<file path="src/ctl_port_regs.vh">
// register map, field layout, reset values and modes of the control port
// Behaviour
// - pin 0 is general I/O, or address latch enable in bus mode.
// - pin 1 is general I/O, or output enable in bus mode.
// - pin 2 is general I/O, or write strobe in bus mode.
// - data register keeps bits 2..0; bits 7..3 read as zero.
// - direction register resets to all ones on every reset.
// - latch is unknown after power-on, unchanged by other resets; here power-on loads CTL_LATCH_POR, zero.
// - the other resets are the external reset pin and watchdog reset.
// - every port write is done as a read followed by a write; here only bit operations read first, plain writes load directly.
// - data register reads return pins; writes go to the latch only.
// - bit operations use pin levels, result goes to the latch.
// - a port write lands on the latch at the end of the cycle.
// - a read samples pins at the start of the cycle.
// - direction one makes an input, zero drives the latch out.
// - pins carry bus controls only in the two external bus modes.
// - output enable and write strobe are active low on the bus.
`ifndef CTL_PORT_REGS_VH
`define CTL_PORT_REGS_VH

// register indices; byte address is four times the index
`define CTL_IDX_DIRECTION 8'h14
`define CTL_IDX_LATCH 8'h15
`define CTL_IDX_RMW 8'h16
`define CTL_IDX_MODE 8'h17

// byte addresses on the register bus
`define CTL_ADDR_DIRECTION 12'h050
`define CTL_ADDR_LATCH 12'h054
`define CTL_ADDR_RMW 12'h058
`define CTL_ADDR_MODE 12'h05c

// reset values
`define CTL_DIRECTION_RESET 3'h7
`define CTL_LATCH_POR 3'h0
`define CTL_MODE_RESET 2'h0

// processor modes held in the mode register
`define CTL_MODE_MICRO 2'h0
`define CTL_MODE_EXT_MICRO 2'h1
`define CTL_MODE_MICROPROC 2'h2
`define CTL_MODE_PROT_MICRO 2'h3

// mode register fields
`define CTL_MODE_LSB 0
`define CTL_MODE_MSB 1
`define CTL_MODE_BUS_BIT 2

// bit operation register fields and operations
`define CTL_RMW_BIT_LSB 0
`define CTL_RMW_BIT_MSB 1
`define CTL_RMW_OP_LSB 4
`define CTL_RMW_OP_MSB 5
`define CTL_OP_NONE 2'h0
`define CTL_OP_CLEAR 2'h1
`define CTL_OP_SET 2'h2
`define CTL_OP_TOGGLE 2'h3

// pin positions of the bus controls
`define CTL_PIN_ALE 0
`define CTL_PIN_OE 1
`define CTL_PIN_WR 2

`endif

</file>
<file path="src/control_port_io.v">
// three-pin control port with direction, latch and bus control muxing
//
// Added by the designer: the APB register port.
`timescale 1ns/100ps
`default_nettype none
`include "ctl_port_regs.vh"

module control_port_io (
    // clock and power-on reset
    input wire pclk,
    input wire presetn,
    // apb slave
    input wire psel,
    input wire penable,
    input wire pwrite,
    input wire [11:0] paddr,
    input wire [31:0] pwdata,
    input wire [3:0] pstrb,
    output reg [31:0] prdata,
    output reg pready,
    output reg pslverr,
    // non power-up reset sources
    input wire external_reset_pin_n,
    input wire wdt_reset,
    // system bus controller, same clock
    input wire bus_ale,
    input wire bus_oe_n,
    input wire bus_wr_n,
    // port pins, three signals each
    input wire [2:0] ctl_pin_in,
    output reg [2:0] ctl_pin_out,
    output reg [2:0] ctl_pin_oe
);

// ***************************************
// apb answer states
// ***************************************
localparam ST_IDLE = 1'b0;
localparam ST_ANSWER = 1'b1;

reg state;
reg next_state;

// ***************************************
// registers and internal state
// ***************************************
reg [2:0] ctl_port_direction;
reg [2:0] ctl_port_latch;
reg [1:0] proc_mode;
reg [2:0] pin_snapshot;
reg [2:0] next_direction;
reg [2:0] next_latch;
reg [1:0] next_mode;
reg [2:0] next_pin_out;
reg [2:0] next_pin_oe;
reg [31:0] next_prdata;
reg next_pslverr;
reg soft_reset;

wire [2:0] pin_level;
wire ext_reset_n_sync;
wire setup_phase;
wire commit;
wire write_commit;
wire bus_active;
wire addr_hit;
wire [1:0] rmw_op;
wire [1:0] rmw_bit;
wire [2:0] rmw_mask;
wire lane0;

// ***************************************
// pin and reset pin synchronisers
// ***************************************

// one synchroniser per port pin
genvar gi;
generate
    for (gi = 0; gi < 3; gi = gi + 1) begin : g_pin_sync
        pin_sync3 #(
            .RESET_VAL(1'b0)
        ) u_sync (
            .pclk(pclk),
            .presetn(presetn),
            .async_in(ctl_pin_in[gi]),
            .sync_out(pin_level[gi])
        );
    end
endgenerate

pin_sync3 #(
    .RESET_VAL(1'b1)
) u_ext_reset_sync (
    .pclk(pclk),
    .presetn(presetn),
    .async_in(external_reset_pin_n),
    .sync_out(ext_reset_n_sync)
);

always @(posedge pclk or negedge presetn) begin
    if (!presetn) begin
        soft_reset <= 1'b0;
    end else begin
        soft_reset <= ~ext_reset_n_sync | wdt_reset;
    end
end

// ***************************************
// apb decode
// ***************************************

// setup cycle and completing access cycle
assign setup_phase = psel & ~penable;
assign commit = psel & penable & pready & (state == ST_ANSWER);
assign write_commit = commit & pwrite & ~pslverr;
assign lane0 = pstrb[0];

// known word addresses
assign addr_hit = (paddr == `CTL_ADDR_DIRECTION) ||
                  (paddr == `CTL_ADDR_LATCH) ||
                  (paddr == `CTL_ADDR_RMW) ||
                  (paddr == `CTL_ADDR_MODE);

// bit operation fields from write data
assign rmw_op = pwdata[`CTL_RMW_OP_MSB:`CTL_RMW_OP_LSB];
assign rmw_bit = pwdata[`CTL_RMW_BIT_MSB:`CTL_RMW_BIT_LSB];
assign rmw_mask = (rmw_bit == 2'h0) ? 3'h1 :
                  (rmw_bit == 2'h1) ? 3'h2 :
                  (rmw_bit == 2'h2) ? 3'h4 : 3'h0;

// bus mode only in the two external modes
assign bus_active = (proc_mode == `CTL_MODE_EXT_MICRO) ||
                    (proc_mode == `CTL_MODE_MICROPROC);

// ***************************************
// answer state machine
// ***************************************

// next answer state
always @* begin
    next_state = state;
    case (state)
        ST_IDLE: begin
            if (setup_phase) begin
                next_state = ST_ANSWER;
            end
        end
        ST_ANSWER: begin
            if (commit) begin
                next_state = setup_phase ? ST_ANSWER : ST_IDLE;
            end else if (!psel) begin
                next_state = ST_IDLE;
            end
        end
        default: begin
            next_state = ST_IDLE;
        end
    endcase
end

// state register
always @(posedge pclk or negedge presetn) begin
    if (!presetn) begin
        state <= ST_IDLE;
    end else begin
        state <= next_state;
    end
end

// pready high for the access cycle after each setup
always @(posedge pclk or negedge presetn) begin
    if (!presetn) begin
        pready <= 1'b0;
    end else begin
        pready <= setup_phase;
    end
end

// pins sampled at the start of the access
always @(posedge pclk or negedge presetn) begin
    if (!presetn) begin
        pin_snapshot <= 3'h0;
    end else if (setup_phase) begin
        pin_snapshot <= pin_level;
    end
end

// ***************************************
// read data
// ***************************************

// read mux, unimplemented bits are zero
always @* begin
    next_prdata = 32'h0000_0000;
    next_pslverr = 1'b0;
    case (paddr)
        `CTL_ADDR_DIRECTION: begin
            next_prdata[2:0] = ctl_port_direction;
        end
        `CTL_ADDR_LATCH: begin
            next_prdata[2:0] = pin_level;
        end
        `CTL_ADDR_RMW: begin
            next_prdata[2:0] = ctl_port_latch;
        end
        `CTL_ADDR_MODE: begin
            next_prdata[`CTL_MODE_MSB:`CTL_MODE_LSB] = proc_mode;
            next_prdata[`CTL_MODE_BUS_BIT] = bus_active;
        end
        default: begin
            next_pslverr = 1'b1;
        end
    endcase
end

// read data and error registered at the setup edge
always @(posedge pclk or negedge presetn) begin
    if (!presetn) begin
        prdata <= 32'h0000_0000;
        pslverr <= 1'b0;
    end else if (setup_phase) begin
        prdata <= pwrite ? 32'h0000_0000 : next_prdata;
        pslverr <= next_pslverr | (pwrite & ~addr_hit);
    end else if (commit) begin
        prdata <= 32'h0000_0000;
        pslverr <= 1'b0;
    end
end

// ***************************************
// direction register
// ***************************************

// soft reset wins over a write
always @* begin
    next_direction = ctl_port_direction;
    if (soft_reset) begin
        next_direction = `CTL_DIRECTION_RESET;
    end else if (write_commit && lane0 &&
                 paddr == `CTL_ADDR_DIRECTION) begin
        // plain load of the written value, no read first
        next_direction = pwdata[2:0];
    end
end

always @(posedge pclk or negedge presetn) begin
    if (!presetn) begin
        ctl_port_direction <= `CTL_DIRECTION_RESET;
    end else begin
        ctl_port_direction <= next_direction;
    end
end

// ***************************************
// output latch
// ***************************************

// writes and bit operations go to the latch
always @* begin
    next_latch = ctl_port_latch;
    if (write_commit && lane0 && paddr == `CTL_ADDR_LATCH) begin
        next_latch = pwdata[2:0];
    end else if (write_commit && lane0 &&
                 paddr == `CTL_ADDR_RMW) begin
        // operand is the pin snapshot, inputs included
        case (rmw_op)
            `CTL_OP_CLEAR: begin
                next_latch = pin_snapshot & ~rmw_mask;
            end
            `CTL_OP_SET: begin
                next_latch = pin_snapshot | rmw_mask;
            end
            `CTL_OP_TOGGLE: begin
                next_latch = pin_snapshot ^ rmw_mask;
            end
            default: begin
                next_latch = ctl_port_latch;
            end
        endcase
    end
end

// latch kept over soft reset, loads at cycle end
always @(posedge pclk or negedge presetn) begin
    if (!presetn) begin
        ctl_port_latch <= `CTL_LATCH_POR;
    end else begin
        ctl_port_latch <= next_latch;
    end
end

// ***************************************
// processor mode
// ***************************************

// mode select, kept over soft reset
always @* begin
    next_mode = proc_mode;
    if (write_commit && lane0 && paddr == `CTL_ADDR_MODE) begin
        next_mode = pwdata[`CTL_MODE_MSB:`CTL_MODE_LSB];
    end
end

always @(posedge pclk or negedge presetn) begin
    if (!presetn) begin
        proc_mode <= `CTL_MODE_RESET;
    end else begin
        proc_mode <= next_mode;
    end
end

// ***************************************
// pin drivers
// ***************************************

// bus controller owns the pins in bus mode
always @* begin
    if (bus_active) begin
        next_pin_oe = 3'h7;
        next_pin_out[`CTL_PIN_ALE] = bus_ale;
        next_pin_out[`CTL_PIN_OE] = bus_oe_n;
        next_pin_out[`CTL_PIN_WR] = bus_wr_n;
    end else begin
        // zero drives the latch, one is input
        next_pin_oe = ~ctl_port_direction;
        next_pin_out = ctl_port_latch;
    end
end

// pins driven from flip-flops
always @(posedge pclk or negedge presetn) begin
    if (!presetn) begin
        ctl_pin_out <= 3'h0;
        ctl_pin_oe <= 3'h0;
    end else begin
        ctl_pin_out <= next_pin_out;
        ctl_pin_oe <= next_pin_oe;
    end
end

endmodule

`default_nettype wire

</file>
<file path="src/pin_sync3.v">
// three-stage pin synchroniser with agreement filter
`timescale 1ns/100ps
`default_nettype none

module pin_sync3 #(
    parameter [0:0] RESET_VAL = 1'b0
) (
    // clock and reset
    input wire pclk,
    input wire presetn,
    // pin in and clean level out
    input wire async_in,
    output reg sync_out
);

reg stage1;
reg stage2;
reg stage3;

// ***************************************
// shift chain; stage1 feeds only stage2
// ***************************************
always @(posedge pclk or negedge presetn) begin
    if (!presetn) begin
        stage1 <= RESET_VAL;
        stage2 <= RESET_VAL;
        stage3 <= RESET_VAL;
    end else begin
        stage1 <= async_in;
        stage2 <= stage1;
        stage3 <= stage2;
    end
end

// output follows only once stage2 and stage3 agree
always @(posedge pclk or negedge presetn) begin
    if (!presetn) begin
        sync_out <= RESET_VAL;
    end else if (stage2 == stage3) begin
        sync_out <= stage3;
    end
end

endmodule

`default_nettype wire

</file>
<file path="config.mk">
export PLATFORM = sky130hd
export DESIGN_NAME = control_port_io
export DESIGN_NICKNAME = d
export VERILOG_FILES = /design/src/control_port_io.v /design/src/pin_sync3.v
export VERILOG_INCLUDE_DIRS = /design/src
export SDC_FILE = /design/constraint.sdc
export NUM_CORES = 1
export LEC_CHECK = 0
export ABC_AREA = 1
export BUFFER_PORTS_ARGS = -buffer_cell sky130_fd_sc_hd__buf_2
export CAP_MARGIN = 20
export CELL_PAD_IN_SITES_DETAIL_PLACEMENT = 0
export CELL_PAD_IN_SITES_GLOBAL_PLACEMENT = 2
export CORE_UTILIZATION = 26
export DETAILED_ROUTE_END_ITERATION = 8
export GPL_TIMING_DRIVEN = 0
export PLACE_DENSITY_LB_ADDON = 0.1
export SYNTH_ARGS = -nofsm -noshare
export SYNTH_HDL_FRONTEND = slang
export SYNTH_HIERARCHICAL = 1
export SYNTH_SLANG_ARGS = --single-unit
</file>
<file path="constraint.sdc">
create_clock -name pclk -period 1.35 [get_ports pclk]
set_input_delay 0.0675 -clock pclk [delete_from_list [all_inputs] [get_ports pclk]]
set_output_delay 0.0675 -clock pclk [all_outputs]
set_load 0.1 [all_outputs]
</file>
==> results.txt <==
status: completed
synth top area cells: dfrtp_1, buf_4, nand2_1, dfstp_2, inv_1
H-tree Lvls: 2
worst reg2reg path startpoint: pslverr$_DFFE_PN0P_
detailed-route vias per instance: 3.79
Post-Syn Area per Cell: 8.74 um^2
Final #Nets: 408
number of diodes: 0
CP Class: reg -> reg
pwr dens: 1030 nW/um^2
worst ir drop on vdd: 0.000502 V
DP Wirelength: 3420 um
Max Freq: 787 MHz
area occupied by registers: 1020 um^2
I/O Pins: 101
sequential area share after synthesis: 45.9%
first-pass GRT wire length: 7190 um
Clk pin slew, worst setup/hold paths: 80 ps
Compound-Gate Fraction of Synth Area: 5.91%
Final Hold Fails: 0
critical path startpoint category: flip-flop
DRT Pass-1 Iters: 4
unrepaired setup endpoints after global routing: false
GRT overflow: 0
Iter 0 DRT Violations: 46
row count: 33
number of I/O port buffers: 41
gpl congestion: 0.766
Hold Crit Class: in -> reg
vias: 1,688
DRC Markers: 0
clk_lat worst skew: 290 ps
Rel. slew slack: 39.5%
initial antenna violation count: 0
dpl cells: 426
largest family of logic cells by synthesized area: simple AND/OR/NAND/NOR gates
Post-Syn Instances: 252
Hold Path Sink: pready$_DFF_PN0_
Die Width: 94.0 um
Root Driver: clkbuf_8
area occupied by multi-input gates: 966 um^2
CTS tree: built
Hold Path Stages: 2
number of distinct library cells after synthesis: 26
Reg2Reg Depth: 10
Initial Util: 26.8%
Mapped Area: 2200 um^2
Synth area leader: dfrtp_1
Tcrit/Tclk final: 94.2%
Pins Over Slew Limit: 0
critical path capture point type: flip-flop
CTS Buf Count: 5
total core area: 8220 um^2
total negative slack: 0 ps
total of max-cap violations: 0
Routed WL per cell: 9.96 um
Die Span Y: 94.0 um
final WL: 4430 um
Reg2Reg Setup Slack: 80 ps
Tightest Pin Transition: 907 ps
yosys warns: 6
Final ANT Viol Nets: 0
crit path max fanout: 6
post-synthesis mux area share: 0%
number of synthesized register bits: 40
clock tree sinks: 40
Area Overhead vs Synth: 32.0%
Worst EP required: 1530 ps
layout cells sized above 1: 37.1%
total die area: 8840 um^2
adder-cell area share of the yosys netlist: 4.55%
Final setup viols: 0
xor and xnor area share after synthesis: 0%
clock buffer depth: 2
fin crit period: 1270 ps
Fillers: 881
area share of the largest cell type after synthesis: 37.5%
reg2reg end: ctl_port_latch[2]$_DFFE_PN0P_
HP Start: penable
vias in the first global route: 1,543
simple-gate portion of the synthesized area: 26.9%
clock skew: 5.36 ps
Core Util, Final: 35.4%
static leakage: 0.00159 uW
largest net degree at the start of global routing: 41
global-route usage over all layers: 10.8%
crit path DAT: 1450 ps
Final Non-Filler Cells: 445
Pwr Total: 2990 uW
[sequential cells by signal (all words and copies together), names as in the netlist]
signal                      cells
u_ext_reset_sync/stage2         1
g_pin_sync.u_sync/stage2        3
g_pin_sync.u_sync/stage3        3
prdata                          3
pready                          1
u_ext_reset_sync/sync_out       1
ctl_pin_oe                      3
u_ext_reset_sync/stage1         1
g_pin_sync.u_sync/stage1        3
soft_reset                      1
pin_snapshot                    3
ctl_pin_out                     3
ctl_port_direction              3
state                           1
u_ext_reset_sync/stage3         1
pslverr                         1
proc_mode                       2
g_pin_sync.u_sync/sync_out      3
ctl_port_latch                  3
[how the worst max path moves through the flow]
stage,start,end,slack (ps)
4_1_cts,pin_snapshot[2]$_DFFE_PN0P_,ctl_port_latch[2]$_DFFE_PN0P_,20
3_5_place_dp,pin_snapshot[2]$_DFFE_PN0P_,ctl_port_latch[2]$_DFFE_PN0P_,40
6_report,pslverr$_DFFE_PN0P_,ctl_port_latch[2]$_DFFE_PN0P_,80
5_1_grt,presetn,pready$_DFF_PN0_,0.5
2_1_floorplan,pready$_DFF_PN0_,ctl_port_latch[2]$_DFFE_PN0P_,-20
3_3_place_gp,pin_snapshot[2]$_DFFE_PN0P_,ctl_port_latch[2]$_DFFE_PN0P_,40
[routing by layer]
layer / GRT usage [%] / routed length (um)
met5: 0 / 0
met4: 3.08 / 37
met3: 2.99 / 234
met2: 17.7 / 2040
met1: 13.8 / 2120
[worst max-delay path: stages (launching register included)]
cell and delay [ps]:
dfrtp_4 480, inv_2 60, nand3_2 60, inv_2 70
nand2_4 80, clkinv_4 70, nand3_4 120, clkinv_4 80
nand2_1 50, nand2_1 70, nor2_2 30
[per-stage QoR]
step | hold WS, ps | instance area, um^2 | worst slack, ps
after floorplan | -228 | 2330 | -21.1
after CTS | 23.0 | 2870 | 19.8
final | 35.5 | 2910 | 78.6
after global routing | 25.9 | 2910 | 0.457
after global placement | 173 | 2660 | 43.0
after detailed placement | 175 | 2660 | 41.2
[final cells by class]
class	count	area share (%)
clock inverters	3	1.46
well taps	105	4.52
plain buffers	30	8.01
flip-flops and latches	40	35.0
clock buffers	5	2.37
repair buffers	52	10.7
inverters	34	4.74
multi-input cells	176	33.2
[power breakdown]
part,switching [uW],leakage (uW),internal [uW]
Sequential,35.4,0.000480,1260
Clock,431,0.0000541,547
Combinational,543,0.00105,180
[synthesized netlist by cell type, drive strengths merged]
| master | number |
|---|---|
| nand2 | 65 |
| dfrtp | 33 |
| inv | 31 |
| buf | 30 |
| nor2 | 24 |
| nand3 | 23 |
| o21ai | 15 |
| a21oi | 8 |
| ha | 8 |
| dfstp | 7 |
| clkinv | 3 |
| o211ai | 2 |
| and2 | 1 |
| conb | 1 |
| nor3 | 1 |
[kinds of logic after synthesis]
| group | after synthesis |
|---|---|
| flops | 40 |
| compound gates | 25 |
| simple gates | 114 |
| fa+ha+maj | 8 |
| other cells | 1 |
| buf+inv | 64 |
[timing repair]
item	4_1_cts	5_1_grt
setup buffers	0	2
endpoints found under the hold margin	41	0
setup endpoints to repair	0	3
resized for setup	0	8
hold buffers	9	0
[placed cells by master, fill, tap and decap left out, types with 2 or more instances in the layout]
master / instances
nand2_1: 56
o21ai_1: 6
clkinv_4: 2
dfrtp_4: 2
nor2_2: 8
dfrtp_1: 31
ha_1: 7
clkbuf_8: 5
dlygate4sd3_1: 9
o21ai_0: 9
nand2_4: 3
nor2_1: 11
buf_4: 31
nand3_2: 2
nand2_2: 6
nor2_4: 4
inv_2: 5
o211ai_1: 2
inv_1: 26
buf_2: 41
nand3_4: 2
conb_1: 29
a21oi_1: 7
dfstp_2: 7
nand3_1: 19
Note: power is estimated with default switching activity, not from simulation.
